==> src/shared/sysctl_consts.svh <==
// Offsets, field positions and reset values of the system control slice
`ifndef SYSCTL_CONSTS_SVH
`define SYSCTL_CONSTS_SVH

// Register byte offsets
`define OFS_REGULATOR_VOLTAGE 12'h034
`define OFS_SOFT_RESET_A      12'h040
`define OFS_SOFT_RESET_B      12'h044
`define OFS_SOFT_RESET_C      12'h048
`define OFS_RAW_EVENT_STATUS  12'h050

// Reset values
`define RST_REGULATOR_VOLTAGE 32'h0000_0000
`define RST_SOFT_RESET        32'h0000_0000
`define RST_RAW_EVENT         7'h00

// Implemented bits of each register
`define IMPL_REGULATOR_VOLTAGE 32'h0000_003F
`define IMPL_SOFT_RESET_A      32'h0000_0008
`define IMPL_SOFT_RESET_B      32'h0303_0011
`define IMPL_SOFT_RESET_C      32'h0000_0007
`define IMPL_RAW_EVENT         32'h0000_007F

// Field positions
`define POS_VOLTAGE_MSB   5
`define POS_WATCHDOG      3
`define POS_COMPARATOR1   25
`define POS_COMPARATOR0   24
`define POS_TIMER1        17
`define POS_TIMER0        16
`define POS_SYNC_SERIAL   4
`define POS_SERIAL_PORT0  0
`define POS_GPIO_C        2
`define POS_GPIO_B        1
`define POS_GPIO_A        0
`define POS_PLL_LOCK      6
`define POS_CURRENT_LIMIT 5
`define POS_INT_OSC_FAULT 4
`define POS_MAIN_OSC_FAULT 3
`define POS_UNREGULATED   2
`define POS_BROWNOUT      1
`define POS_PLL_FAULT     0

// Widths
`define EVENT_COUNT 7
`define SYNC_DEPTH  3

`endif

==> src/shared/sysctl_pkg.sv <==
// Types shared by the system control slice
package sysctl_pkg;
    typedef logic [31:0] word_t;
    typedef logic [3:0]  lanes_t;
    typedef logic [6:0]  event_vec_t;
    typedef enum {
        SLOT_VOLTAGE,
        SLOT_RESET_A,
        SLOT_RESET_B,
        SLOT_RESET_C,
        SLOT_RAW_STATUS,
        SLOT_NONE
    } reg_slot_t;
endpackage

==> src/shared/event_bus_if.sv <==
// Raw event flags and their clear strobes between tracker and register bank
`timescale 1ns/10ps
interface event_bus_if;
    logic [6:0] raw;
    logic [6:0] clear;
    modport tracker (output raw, input clear);
    modport bank    (input raw, output clear);
endinterface

==> src/hdl/raw_event_tracker.sv <==
// Synchronised sticky raw event flags set by hardware
`timescale 1ns/10ps
`include "sysctl_consts.svh"
module raw_event_tracker
    import sysctl_pkg::*;
(
    // Clock and control
    input  wire logic       core_clk,
    input  wire logic       sys_rst,
    input  wire logic       clkEn,
    // Event sources from outside the clock domain
    input  wire logic [6:0] eventPins,
    // Flags and clears
    event_bus_if.tracker    evt
);
    logic [6:0] syncA;
    logic [6:0] syncB;
    logic [6:0] syncC;
    logic [6:0] level;
    logic [6:0] flags;
    logic [6:0] next_syncA;
    logic [6:0] next_syncB;
    logic [6:0] next_syncC;
    logic [6:0] next_level;
    logic [6:0] next_flags;

    genvar g;
    generate
        for (g = 0; g < `EVENT_COUNT; g++) begin : gEvent
            always_comb begin
                next_syncA[g] = eventPins[g];
                next_syncB[g] = syncA[g];
                next_syncC[g] = syncB[g];
                // Accept a change once two stages agree
                next_level[g] = (syncB[g] == syncC[g]) ? syncC[g] : level[g];
                // Hardware sets; a set in the clear cycle wins
                next_flags[g] = level[g] | (flags[g] & ~evt.clear[g]);
            end
        end
    endgenerate

    always_ff @(posedge core_clk) begin
        if (sys_rst) begin
            syncA <= `RST_RAW_EVENT;
            syncB <= `RST_RAW_EVENT;
            syncC <= `RST_RAW_EVENT;
            level <= `RST_RAW_EVENT;
            flags <= `RST_RAW_EVENT;
        end else if (clkEn) begin
            syncA <= next_syncA;
            syncB <= next_syncB;
            syncC <= next_syncC;
            level <= next_level;
            flags <= next_flags;
        end
    end

    assign evt.raw = flags;
endmodule // raw_event_tracker

==> src/hdl/system_control_regs.sv <==
// System control register slice: regulator select, soft resets, raw events
// What this block does
// - Regulator select output follows voltage field bits 5:0, reset zero.
// - Soft reset writes are masked by matching capability bits.
// - Soft reset A has watchdog bit 3, others reserved.
// - Soft reset B: comparators 25/24, timers 17/16, sync serial 4, serial 0.
// - Soft reset C: GPIO banks C, B, A at bits 2, 1, 0.
// - Reserved bits read zero; software preserves them on writes.
// - Raw status is read-only, hardware set, reset zero.
// - Bit 6 sets when PLL ready timer asserts.
// - Bit 5 sets when regulator current limit asserts.
// - Bit 4 sets on internal oscillator fault.
// - Bit 3 sets on main oscillator fault.
// - Bit 2 sets while regulator output is unregulated.
// - Bit 1 sets on any brown-out condition.
// - Brown-out interrupt needs raw bit, mask bit, and select bit clear.
// - Bit 0 sets when the PLL stops oscillating.
// - Brown-out select set signals reset, clear signals interrupt.
// - Each mask bit promotes its raw bit to an interrupt, bit 1 only while brown-out select is clear.
// - Writing one to masked status clear also clears the raw bit.
`timescale 1ns/10ps
`include "sysctl_consts.svh"
module system_control_regs
    import sysctl_pkg::*;
#(
    parameter int ADDR_W = 12
) (
    // Clock, reset, enable
    input  wire logic              core_clk,
    input  wire logic              sys_rst,
    input  wire logic              clkEn,
    // Wishbone slave
    input  wire logic              wbCyc,
    input  wire logic              wbStb,
    input  wire logic              wbWe,
    input  wire logic [ADDR_W-1:0] wbAdr,
    input  wire logic [3:0]        wbSel,
    input  wire logic [31:0]       wbDatIn,
    output logic      [31:0]       wbDatOut,
    output logic                   wbAck,
    // Capability masks
    input  wire logic [31:0]       capabilityRegisterOne,
    input  wire logic [31:0]       capabilityRegisterTwo,
    input  wire logic [31:0]       capabilityRegisterFour,
    // Event mask, clear and brown-out control from neighbouring registers
    input  wire logic [6:0]        eventMaskRegister,
    input  wire logic [6:0]        maskedStatusClear,
    input  wire logic              brownoutResetOrIrqSelect,
    // Event sources
    input  wire logic              pllReadyTimer,
    input  wire logic              currentLimitDetect,
    input  wire logic              internalOscFault,
    input  wire logic              mainOscFault,
    input  wire logic              supplyUnregulated,
    input  wire logic              brownoutDetect,
    input  wire logic              pllFaultDetect,
    // Regulator
    output logic      [5:0]        regulatorSelectInput,
    // Peripheral resets
    output logic                   watchdogReset,
    output logic                   comparatorOneReset,
    output logic                   comparatorZeroReset,
    output logic                   timerOneReset,
    output logic                   timerZeroReset,
    output logic                   syncSerialReset,
    output logic                   serialPortZeroReset,
    output logic                   gpioBankCReset,
    output logic                   gpioBankBReset,
    output logic                   gpioBankAReset,
    // Event outputs
    output logic      [6:0]        maskedEvents,
    output logic                   controllerIrq,
    output logic                   brownoutIrq,
    output logic                   brownoutResetReq
);
    event_bus_if evt ();

    word_t      voltageReg;
    word_t      resetA;
    word_t      resetB;
    word_t      resetC;
    logic       ack;
    word_t      readData;
    logic [6:0] masked;
    logic       irq;
    logic       borIrq;
    logic       borReset;
    logic [6:0] clearPulse;

    word_t      next_voltageReg;
    word_t      next_resetA;
    word_t      next_resetB;
    word_t      next_resetC;
    logic       next_ack;
    word_t      next_readData;
    logic [6:0] next_masked;
    logic       next_irq;
    logic       next_borIrq;
    logic       next_borReset;

    logic       request;
    logic       commitWrite;
    reg_slot_t  slot;
    word_t      laneMask;
    word_t      writeAllow;

    // Address decode
    function automatic reg_slot_t decodeSlot(input logic [ADDR_W-1:0] adr);
        reg_slot_t s;
        s = SLOT_NONE;
        unique case (adr)
            `OFS_REGULATOR_VOLTAGE: s = SLOT_VOLTAGE;
            `OFS_SOFT_RESET_A:      s = SLOT_RESET_A;
            `OFS_SOFT_RESET_B:      s = SLOT_RESET_B;
            `OFS_SOFT_RESET_C:      s = SLOT_RESET_C;
            `OFS_RAW_EVENT_STATUS:  s = SLOT_RAW_STATUS;
            default:                s = SLOT_NONE;
        endcase
        return s;
    endfunction

    // Byte enables to bit mask
    function automatic word_t lanesToMask(input lanes_t sel);
        word_t m;
        m = 32'h0000_0000;
        for (int i = 0; i < 4; i++) begin
            m[i*8 +: 8] = {8{sel[i]}};
        end
        return m;
    endfunction

    // Masked merge of write data into a register
    function automatic word_t mergeWrite(input word_t old, input word_t wr,
                                         input word_t allow);
        return (old & ~allow) | (wr & allow);
    endfunction

    // Implemented bits of each register
    function automatic word_t implMask(input reg_slot_t s);
        word_t m;
        m = 32'h0000_0000;
        unique case (s)
            SLOT_VOLTAGE:    m = `IMPL_REGULATOR_VOLTAGE;
            SLOT_RESET_A:    m = `IMPL_SOFT_RESET_A;
            SLOT_RESET_B:    m = `IMPL_SOFT_RESET_B;
            SLOT_RESET_C:    m = `IMPL_SOFT_RESET_C;
            SLOT_RAW_STATUS: m = `IMPL_RAW_EVENT;
            SLOT_NONE:       m = 32'h0000_0000;
        endcase
        return m;
    endfunction

    // Capability gate on each register's writes
    function automatic word_t capMask(input reg_slot_t s, input word_t one,
                                      input word_t two, input word_t four);
        word_t m;
        m = 32'h0000_0000;
        unique case (s)
            SLOT_VOLTAGE:    m = 32'hFFFF_FFFF;
            SLOT_RESET_A:    m = one;
            SLOT_RESET_B:    m = two;
            SLOT_RESET_C:    m = four;
            SLOT_RAW_STATUS: m = 32'h0000_0000;
            SLOT_NONE:       m = 32'h0000_0000;
        endcase
        return m;
    endfunction

    raw_event_tracker uTracker (
        .core_clk  (core_clk),
        .sys_rst   (sys_rst),
        .clkEn     (clkEn),
        .eventPins ({pllReadyTimer,
                     currentLimitDetect,
                     internalOscFault,
                     mainOscFault,
                     supplyUnregulated,
                     brownoutDetect,
                     pllFaultDetect}),
        .evt       (evt.tracker)
    );

    // Clearing through the masked status register
    assign clearPulse = maskedStatusClear;
    assign evt.clear  = clearPulse;

    // Bus request handling
    always_comb begin
        request     = wbCyc & wbStb;
        slot        = decodeSlot(wbAdr);
        laneMask    = lanesToMask(wbSel);
        writeAllow  = laneMask & implMask(slot)
                      & capMask(slot, capabilityRegisterOne, capabilityRegisterTwo,
                                capabilityRegisterFour);
        commitWrite = request & wbWe & ack;
        next_ack    = request & ~ack;
    end

    // Read data captured with the answer; reserved bits read zero
    always_comb begin
        next_readData = readData;
        if (request & ~ack) begin
            unique case (slot)
                SLOT_VOLTAGE:    next_readData = voltageReg & implMask(slot);
                SLOT_RESET_A:    next_readData = resetA & implMask(slot);
                SLOT_RESET_B:    next_readData = resetB & implMask(slot);
                SLOT_RESET_C:    next_readData = resetC & implMask(slot);
                SLOT_RAW_STATUS: next_readData = {25'h000_0000, evt.raw};
                SLOT_NONE:       next_readData = 32'h0000_0000;
            endcase
        end
    end

    // Register writes at the edge that samples the answer
    always_comb begin
        next_voltageReg = voltageReg;
        next_resetA     = resetA;
        next_resetB     = resetB;
        next_resetC     = resetC;
        if (commitWrite) begin
            unique case (slot)
                SLOT_VOLTAGE: begin
                    next_voltageReg = mergeWrite(voltageReg, wbDatIn,
                        writeAllow);
                end
                SLOT_RESET_A: begin
                    next_resetA = mergeWrite(resetA, wbDatIn,
                        writeAllow);
                end
                SLOT_RESET_B: begin
                    next_resetB = mergeWrite(resetB, wbDatIn,
                        writeAllow);
                end
                SLOT_RESET_C: begin
                    next_resetC = mergeWrite(resetC, wbDatIn,
                        writeAllow);
                end
                SLOT_RAW_STATUS: begin
                    next_resetA = resetA;
                end
                SLOT_NONE: begin
                    next_resetA = resetA;
                end
            endcase
        end
    end

    // Interrupt promotion and brown-out routing
    always_comb begin
        next_masked   = evt.raw & eventMaskRegister;
        next_borIrq   = evt.raw[`POS_BROWNOUT] & eventMaskRegister[`POS_BROWNOUT]
                        & ~brownoutResetOrIrqSelect;
        next_borReset = evt.raw[`POS_BROWNOUT] & brownoutResetOrIrqSelect;
        next_irq      = |{next_masked[6:2], next_borIrq, next_masked[0]};
    end

    always_ff @(posedge core_clk) begin
        if (sys_rst) begin
            voltageReg <= `RST_REGULATOR_VOLTAGE;
            resetA     <= `RST_SOFT_RESET;
            resetB     <= `RST_SOFT_RESET;
            resetC     <= `RST_SOFT_RESET;
            ack        <= 1'b0;
            readData   <= 32'h0000_0000;
            masked     <= 7'h00;
            irq        <= 1'b0;
            borIrq     <= 1'b0;
            borReset   <= 1'b0;
        end else if (clkEn) begin
            voltageReg <= next_voltageReg;
            resetA     <= next_resetA;
            resetB     <= next_resetB;
            resetC     <= next_resetC;
            ack        <= next_ack;
            readData   <= next_readData;
            masked     <= next_masked;
            irq        <= next_irq;
            borIrq     <= next_borIrq;
            borReset   <= next_borReset;
        end
    end

    // Outputs
    assign wbAck                = ack;
    assign wbDatOut             = readData;
    assign regulatorSelectInput = voltageReg[`POS_VOLTAGE_MSB:0];
    assign watchdogReset        = resetA[`POS_WATCHDOG];
    assign comparatorOneReset   = resetB[`POS_COMPARATOR1];
    assign comparatorZeroReset  = resetB[`POS_COMPARATOR0];
    assign timerOneReset        = resetB[`POS_TIMER1];
    assign timerZeroReset       = resetB[`POS_TIMER0];
    assign syncSerialReset      = resetB[`POS_SYNC_SERIAL];
    assign serialPortZeroReset  = resetB[`POS_SERIAL_PORT0];
    assign gpioBankCReset       = resetC[`POS_GPIO_C];
    assign gpioBankBReset       = resetC[`POS_GPIO_B];
    assign gpioBankAReset       = resetC[`POS_GPIO_A];
    assign maskedEvents         = masked;
    assign controllerIrq        = irq;
    assign brownoutIrq          = borIrq;
    assign brownoutResetReq     = borReset;
endmodule // system_control_regs

==> config.mk <==
export PLATFORM = sky130hd
export DESIGN_NAME = system_control_regs
export DESIGN_NICKNAME = d
export VERILOG_FILES = /design/src/shared/sysctl_pkg.sv /design/src/shared/event_bus_if.sv /design/src/hdl/raw_event_tracker.sv /design/src/hdl/system_control_regs.sv
export VERILOG_INCLUDE_DIRS = /design/src /design/src/shared
export SDC_FILE = /design/constraint.sdc
export NUM_CORES = 1
export LEC_CHECK = 0
export BUFFER_PORTS_ARGS = -buffer_cell sky130_fd_sc_hd__clkbuf_2
export CORE_MARGIN = 2
export CORE_UTILIZATION = 35
export DETAILED_ROUTE_END_ITERATION = 7
export GPL_ROUTABILITY_DRIVEN = 0
export GPL_TIMING_DRIVEN = 0
export MAX_ROUTING_LAYER = met4
export PLACE_DENSITY = 0.67
export SLEW_MARGIN = 20
export SYNTH_ARGS = -nofsm -noshare
export SYNTH_HDL_FRONTEND = slang
export SYNTH_SLANG_ARGS = --single-unit
export TNS_END_PERCENT = 20
==> constraint.sdc <==
create_clock -name core_clk -period 3.7 [get_ports core_clk]
set_clock_uncertainty 0.15 [all_clocks]
set_input_delay 1.11 -clock core_clk [delete_from_list [all_inputs] [get_ports core_clk]]
set_output_delay 1.11 -clock core_clk [all_outputs]
set_load 0.02 [all_outputs]
==> results of run 1 <==
where the power goes:
part	leakage, nW	total, W	internal [W]	switching, W
combinational	1.32	0.000176	0.0000733	0.000103
sequential	0.591	0.000804	0.000797	0.00000741
clock	0.104	0.000652	0.000338	0.000315
worst register-to-register path, delay by kind of cell (launching register included):
family | cells | cell delay (ns)
simple gates | 4 | 1.04
flops | 1 | 0.40
compound gates | 1 | 0.14
metrics by stage:
stage / area (um^2) / instances / setup slack, ns / util [%]
after floorplan: 3456 / 401 / 0.8356 / -
after global placement: 4173 / 641 / 0.5464 / 44.74
after detailed placement: 4173 / 641 / 0.5010 / 44.74
after CTS: 4383 / 657 / 0.8789 / 46.99
after global routing: 4383 / 657 / 0.6858 / 46.99
final: 4383 / 657 / 0.8576 / 46.99
cell type report:
class,instances,area [um^2]
clock inverter,6,72.57
buffer,40,236.5
timing repair buffer,111,555.5
clock buffer,10,137.6
multi-input combinational,286,1750
tap,129,161.4
sequential,73,1461
inverter,2,7.507
fill,933,4945
metal layers:
metal  global-route usage [%]  wire, um
met5                        -         0
met3                    6.977       765
met4                    5.128       148
met2                    30.92      4410
met1                    22.80      4202
how the worst min path moves through the flow:
stage               cells after the start               from  slack, ns                 to
finish                                  2       wbDatOut[17]       0.30       wbDatOut[17]
floorplan                               2  uTracker.syncC[6]       0.29  uTracker.level[6]
detailed placement                      2       wbDatOut[17]       0.29       wbDatOut[17]
CTS                                     2       wbDatOut[17]       0.31       wbDatOut[17]
global placement                        2       wbDatOut[16]       0.29       wbDatOut[16]
global route                            2       wbDatOut[25]       0.33       wbDatOut[25]
cell usage after synthesis (3+ instances only):
cell type / n / area share [%]
dfxtp_1: 73 / 43
mux2i_1: 33 / 9.8
o21ai_0: 16 / 2.4
a21o_1: 10 / 2.2
nand3_1: 17 / 2.5
clkbuf_1: 15 / 1.7
o22a_1: 4 / 1.0
a32oi_1: 6 / 1.6
buf_1: 3 / 0.33
nand3b_1: 5 / 1.1
nor2_1: 51 / 5.7
a21oi_1: 31 / 4.6
nand2_1: 32 / 3.6
a22oi_1: 13 / 2.9
and3_1: 3 / 0.56
a211oi_1: 3 / 0.67
nor3_1: 4 / 0.59
buf_4: 21 / 4.7
a221oi_1: 5 / 1.3
layout by cell type, fill, tap and decap left out, types with 2 or more instances in the layout:
cell type	Yosys	final
a21o_1	10	10
o22a_1	4	4
a221oi_1	5	5
buf_4	21	21
a32oi_1	6	6
mux2i_1	33	33
nor3_2	2	2
and2_1	2	2
nor2_1	51	51
clkbuf_8	0	10
or2_2	2	2
a21oi_1	31	31
conb_1	1	21
or3b_1	2	2
inv_1	2	2
inv_6	0	3
o211ai_1	2	2
nand3_1	17	17
nor3_1	4	4
nand3b_1	5	5
dfxtp_1	73	73
o21ai_0	16	16
and3_1	3	3
buf_1	3	3
a211oi_1	3	3
clkbuf_2	0	111
a22oi_1	13	13
nor4_1	2	2
nor4b_2	2	2
nand2_1	32	32
nor4_2	2	2
clkbuf_1	15	15
logic make-up (layout without fill, tap and decap cells):
family                 count (synthesis)  count (layout)  share of synthesized area (%)
DFF                                   73              73                          43.23
other                                  1              21                         0.1109
and+or+nand+nor                      139             139                          21.80
buffers and inverters                 42             169                          7.217
muxes                                 33              33                          9.771
AOI/OAI and AO/OA                     93              93                          17.88
==> run metrics, run 1 <==
Synth-to-Final Area Change=29.64%; first-pass GRT wire length=14880 um; DPL Wire Length=7676 um; die area=10460 um^2; dominant synthesized flop cell=dfxtp_1; IO buf count=111; Tcrit/Tclk final=76.82%; crit path kind=primary input to flop; LEAKAGE=2.012 nW; reg-to-reg critical path startpoint=wbAck; Setup crit end kind=flop; Hold-fix buffers, CTS=0; CP bufs+invs=1; Total GRT Usage=19.22%; Reg clk slew, reported paths=0.08 ns; antenna violations before repair=0; Max-Slew Margin vs Limit=32.60%; Detailed Routing Iterations Pass 1=4; crit path from=wbAdr[1]; Crit Path Max Fanout=7; Hold WC Path Type=flop to flop; clock latency on the worst-skew pair=0.35 ns; RSZ-0062 raised after global routing=false; largest net degree at the start of global routing=15; drt initial violations=167; Pins Over Slew Limit=0; clock sinks=73; count of flip-flops with a built-in enable after synthesis=0; synth unique cells=46; Core Rows=35; Critical Path, Cell by Cell=clkbuf_2 -> nor4_2 -> nor4b_4 -> a221oi_1 -> or3b_1 -> a21oi_1; Yosys warnings=0; Fin Setup TNS=0 ns; I/O Pins=231; Die Ht=102.3 um; # setup viols final=0; Tot Pwr=0.001633 W; worst hold slack=0.3029 ns; H-tree levels=3; ratio of total power to cell area=372.6 nW/um^2; total stage count of the critical path=6; Worst Reg2Reg Path Length in Cells=5; postcts setup bufs=0; core area=9328 um^2; Post-Synthesis Cells=381; reg2reg setup slack=1.91 ns; fraction of layout cells with a size suffix above 1=30.87%; TritonCTS buffer count=9; Fin. Hold Viols=0; total gr overflow=0; remaining antenna violation count after routing=0; fmax=351.8 MHz; Starting Density=36.24%; sequential element share of the synthesized area=43.23%; Final min period=2.842 ns; clk buf depth=2; vias in the first global route=3026; CTS resizes=0; drt drc=0; via count=3244; Post-Syn Area=3381 um^2; maxcap violations=0; die span in x=102.3 um; Startpoint Class=primary input; outcome=complete, no violations; ant diodes=0; total wire length=9527 um; peak supply drop=0.2536 mV; routed len/inst=14.50 um; Critical-path top delay cell=nor4_2; async set or reset register ratio after synthesis=0%; worst endpoint data arrival time=2.98 ns; Worst-Margin Slew=1.008 ns; syn_area_per_cell=8.873 um^2; Final #Nets=695; CP max stage delay=0.64 ns; vias per cell=4.938; Largest delay share family, worst path=simple AND/OR/NAND/NOR gates; CTS root buf=clkbuf_8; CTS tree=done; WP data required=3.83 ns; FF+latch count, synth=73
(Power assumes the default switching activity.)
==> inputs of run 2 (changes only) <==
--- a/config.mk
+++ b/config.mk
@@ -6,6 +6,7 @@
 export SDC_FILE = /design/constraint.sdc
 export NUM_CORES = 1
 export LEC_CHECK = 0
+export ABC_AREA = 1
 export BUFFER_PORTS_ARGS = -buffer_cell sky130_fd_sc_hd__clkbuf_2
 export CORE_MARGIN = 2
 export CORE_UTILIZATION = 35
@@ -13,7 +14,7 @@
 export GPL_ROUTABILITY_DRIVEN = 0
 export GPL_TIMING_DRIVEN = 0
 export MAX_ROUTING_LAYER = met4
-export PLACE_DENSITY = 0.67
+export PLACE_DENSITY = 0.69
 export SLEW_MARGIN = 20
 export SYNTH_ARGS = -nofsm -noshare
 export SYNTH_HDL_FRONTEND = slang
==> constraint.sdc (replaced) <==
create_clock -name core_clk -period 2.5 [get_ports core_clk]
set_clock_uncertainty 0.15 [all_clocks]
set_input_delay 0.75 -clock core_clk [delete_from_list [all_inputs] [get_ports core_clk]]
set_output_delay 0.75 -clock core_clk [all_outputs]
set_load 0.02 [all_outputs]
==> run 2 against run 1 <==
Total power rose by 62%. Combinational power rose by 63%. Area after synthesis rose by 6.8%. Final area rose by 6.4%. Register-to-register slack got worse by 1.1 ns. Sequential share of layout area fell by 2.0 points. Critical path depth did not move. Largest power group unchanged. Non-clock buffer count rose by 1. Wire length rose by 7.4%. Highest routed layer unchanged. Final cell count rose by 18%.
==> run metrics, run 2 <==
vias in the first global route=3520 (+16%); commonest non-fill, non-tap cell in the layout=nand2_1; I/O Pins=231 (unchanged); top-count cell post-synth=nand2_1; reg-to-reg critical path startpoint=wbAck; Synth top cells by count=nand2_1 (117), dfxtp_1 (73), a21oi_1 (51); Synth Area in Compound Gates=14.24% (-3.6 points); Worst Hold End=wbDatOut[2]; Fin Setup TNS=0 ns (unchanged); via count=3682 (+14%); Tot Pwr=0.002639 W (+62%); # setup viols final=0 (unchanged); Yosys top cell by area=dfxtp_1; RSZ-0062 raised after global routing=false; remaining antenna violation count after routing=0 (unchanged); Detailed Routing Iterations Pass 1=5 (+1); Yosys top cell area share=40.46% (-2.8 points); CTS resizes=0 (unchanged); Pins Over Slew Limit=0 (unchanged); total gr overflow=0 (unchanged); TritonCTS buffer count=9 (unchanged); crit path kind=primary input to flop; most frequent cells in the layout=nand2_1 (117), clkbuf_2 (111), dfxtp_1 (73); Fin. Hold Viols=0 (unchanged); clock sinks=73 (unchanged); Post-Synthesis Cells=495 (+30%); largest net degree at the start of global routing=14 (-1); worst hold stages=2 (unchanged); fmax=517.9 MHz; Non-Filler Instances=778 (+18%); drt initial violations=311 (+86%); core area=10180 um^2 (+9.2%); peak supply drop=0.3357 mV (+32%); Crit Path Max Fanout=10 (+3); Die Ht=105.6 um (+3.2%); Post-Synth XOR/XNOR Area=0% (unchanged); Worst-Margin Slew=0.5433 ns (-0.4651 ns); clock latency on the worst-skew pair=0.35 ns (about the same); syn_area_per_cell=7.297 um^2 (-18%); Synth Area in Adders=0% (unchanged); Tcrit/Tclk final=77.24%; Core Rows=37 (+5.7%); Synth-to-Final Area Change=29.10%; FF+latch count, synth=73 (unchanged); sequential element share of the synthesized area=40.46% (-2.8 points); synth unique cells=30 (-35%); DPL Wire Length=8138 um (+6.0%); main combinational cell family by area after synthesis=simple AND/OR/NAND/NOR gates; die area=11150 um^2 (+6.6%); dominant synthesized flop cell=dfxtp_1; Total GRT Usage=19.05% (-0.16 points); ratio of total power to cell area=566.0 nW/um^2 (+52%); maxcap violations=0 (unchanged); post-synthesis mux area share=0% (-9.8 points); Worst Reg2Reg Path Length in Cells=5 (unchanged); Hold WC Path Type=flop to flop; Final #Nets=809 (+16%); Post-Syn Area=3612 um^2 (+6.8%); postcts setup bufs=0 (unchanged); total wire length=10230 um (+7.4%); fraction of layout cells with a size suffix above 1=30.06% (-0.81 points); Setup crit end kind=flop; WP data required=2.57 ns (-1.26 ns); synthesized-area fraction occupied by and/or/nand/nor cells=34.50% (+13 points); synth top area cells=dfxtp_1 (40%), nand2_1 (12%), a21oi_1 (7.1%); drt drc=0 (unchanged); CTS tree=done; Max-Slew Margin vs Limit=63.78% (+31 points); CTS root buf=clkbuf_8; IO buf count=111 (unchanged); LEAKAGE=2.231 nW (+11%); min-delay src=wbDatOut[2]; ant diodes=0 (unchanged); routed len/inst=13.15 um (-9.3%); antenna violations before repair=0 (unchanged); H-tree levels=3 (unchanged); die span in x=105.6 um (+3.2%); count of flip-flops with a built-in enable after synthesis=0 (unchanged); Final min period=1.931 ns; vias per cell=4.733 (-4.2%); Yosys warnings=0 (unchanged); Starting Density=35.47% (-0.78 points); Startpoint Class=primary input; clk buf depth=2 (unchanged); Reg clk slew, reported paths=0.08 ns (about the same); first-pass GRT wire length=16580 um (+11%); async set or reset register ratio after synthesis=0% (unchanged); Hold-fix buffers, CTS=0 (unchanged); worst endpoint data arrival time=2.00 ns (-0.98 ns); reg2reg setup slack=0.79 ns (-1.12 ns); dpl cells=762 (+19%); outcome=complete, no violations
==> run 2: changes by cell type after synthesis, sizes merged, moves of 5 or more <==
| cell | delta |
|---|---|
| nand3b | -5 |
| mux2i | -33 |
| a32oi | -6 |
| a22oi | -13 |
| o21bai | +6 |
| a21o | -10 |
| nand2 | +93 |
| a221oi | -5 |
| nand4 | +21 |
| a21oi | +20 |
| o21ai | +17 |
| nor2 | +13 |
| nand3 | +13 |
| inv | +33 |
==> run 2: layout make-up <==
type / count / area, um^2
Clock inverter: 6 / 112.6
Multi-Input combinational cell: 364 / 1839
Buffer: 41 / 247.7
Sequential cell: 73 / 1461
Inverter: 37 / 138.9
Timing Repair Buffer: 111 / 555.5
Fill cell: 1073 / 5522
Tap cell: 136 / 170.2
Clock buffer: 10 / 137.6
==> run 2: worst max-delay path: stages <==
cell      delay (ns)
buf_2           0.18
inv_1           0.14
nor3_2          0.36
clkinv_1        0.35
nand2_1         0.14
a21oi_1         0.08
==> run 2: logic make-up after synthesis <==
family,after synthesis
simple gates,247
compound gates,96
buf+inv,78
flops,73
other cells,1
==> run 2: how the worst max path moves through the flow <==
stage                     cells after the start            to  startpoint
after global routing                          6   wbDatOut[3]       clkEn
after detailed placement                      6  wbDatOut[16]       clkEn
after global placement                        6          flop       clkEn
final                                         6   wbDatOut[3]       clkEn
after floorplan                               8          flop    wbAdr[6]
after CTS                                     6          flop       clkEn
==> run 2: power by group <==
group	total (W)	switching, W	leakage, nW	internal, W
registers	0.00121	0.0000160	0.594	0.00119
clock network	0.00114	0.000451	0.127	0.000693
logic	0.000286	0.000178	1.51	0.000108
total	0.00264	0.000645	2.23	0.00199
==> run 2: per-layer routing <==
metal  wire [um]  vias to the layer above  global-route usage (%)
met4         144                        0                   5.357
met5           0                        -                       -
li1            -                     1875                       -
met3         700                       13                   4.391
met2        5013                      136                   33.00
met1        4370                     1658                   22.12
==> run 2: through the flow <==
step | util [%] | setup slack, ns | hold WS [ns] | cell area, um^2
2_1_floorplan | - | 0.5504 | 0.2927 | 3687
3_3_place_gp | 43.33 | 0.1933 | 0.3065 | 4413
3_5_place_dp | 43.33 | 0.2006 | 0.3087 | 4413
4_1_cts | 45.79 | 0.5760 | 0.3214 | 4663
5_1_grt | 45.79 | 0.4318 | 0.3469 | 4663
6_report | 45.79 | 0.5691 | 0.3186 | 4663
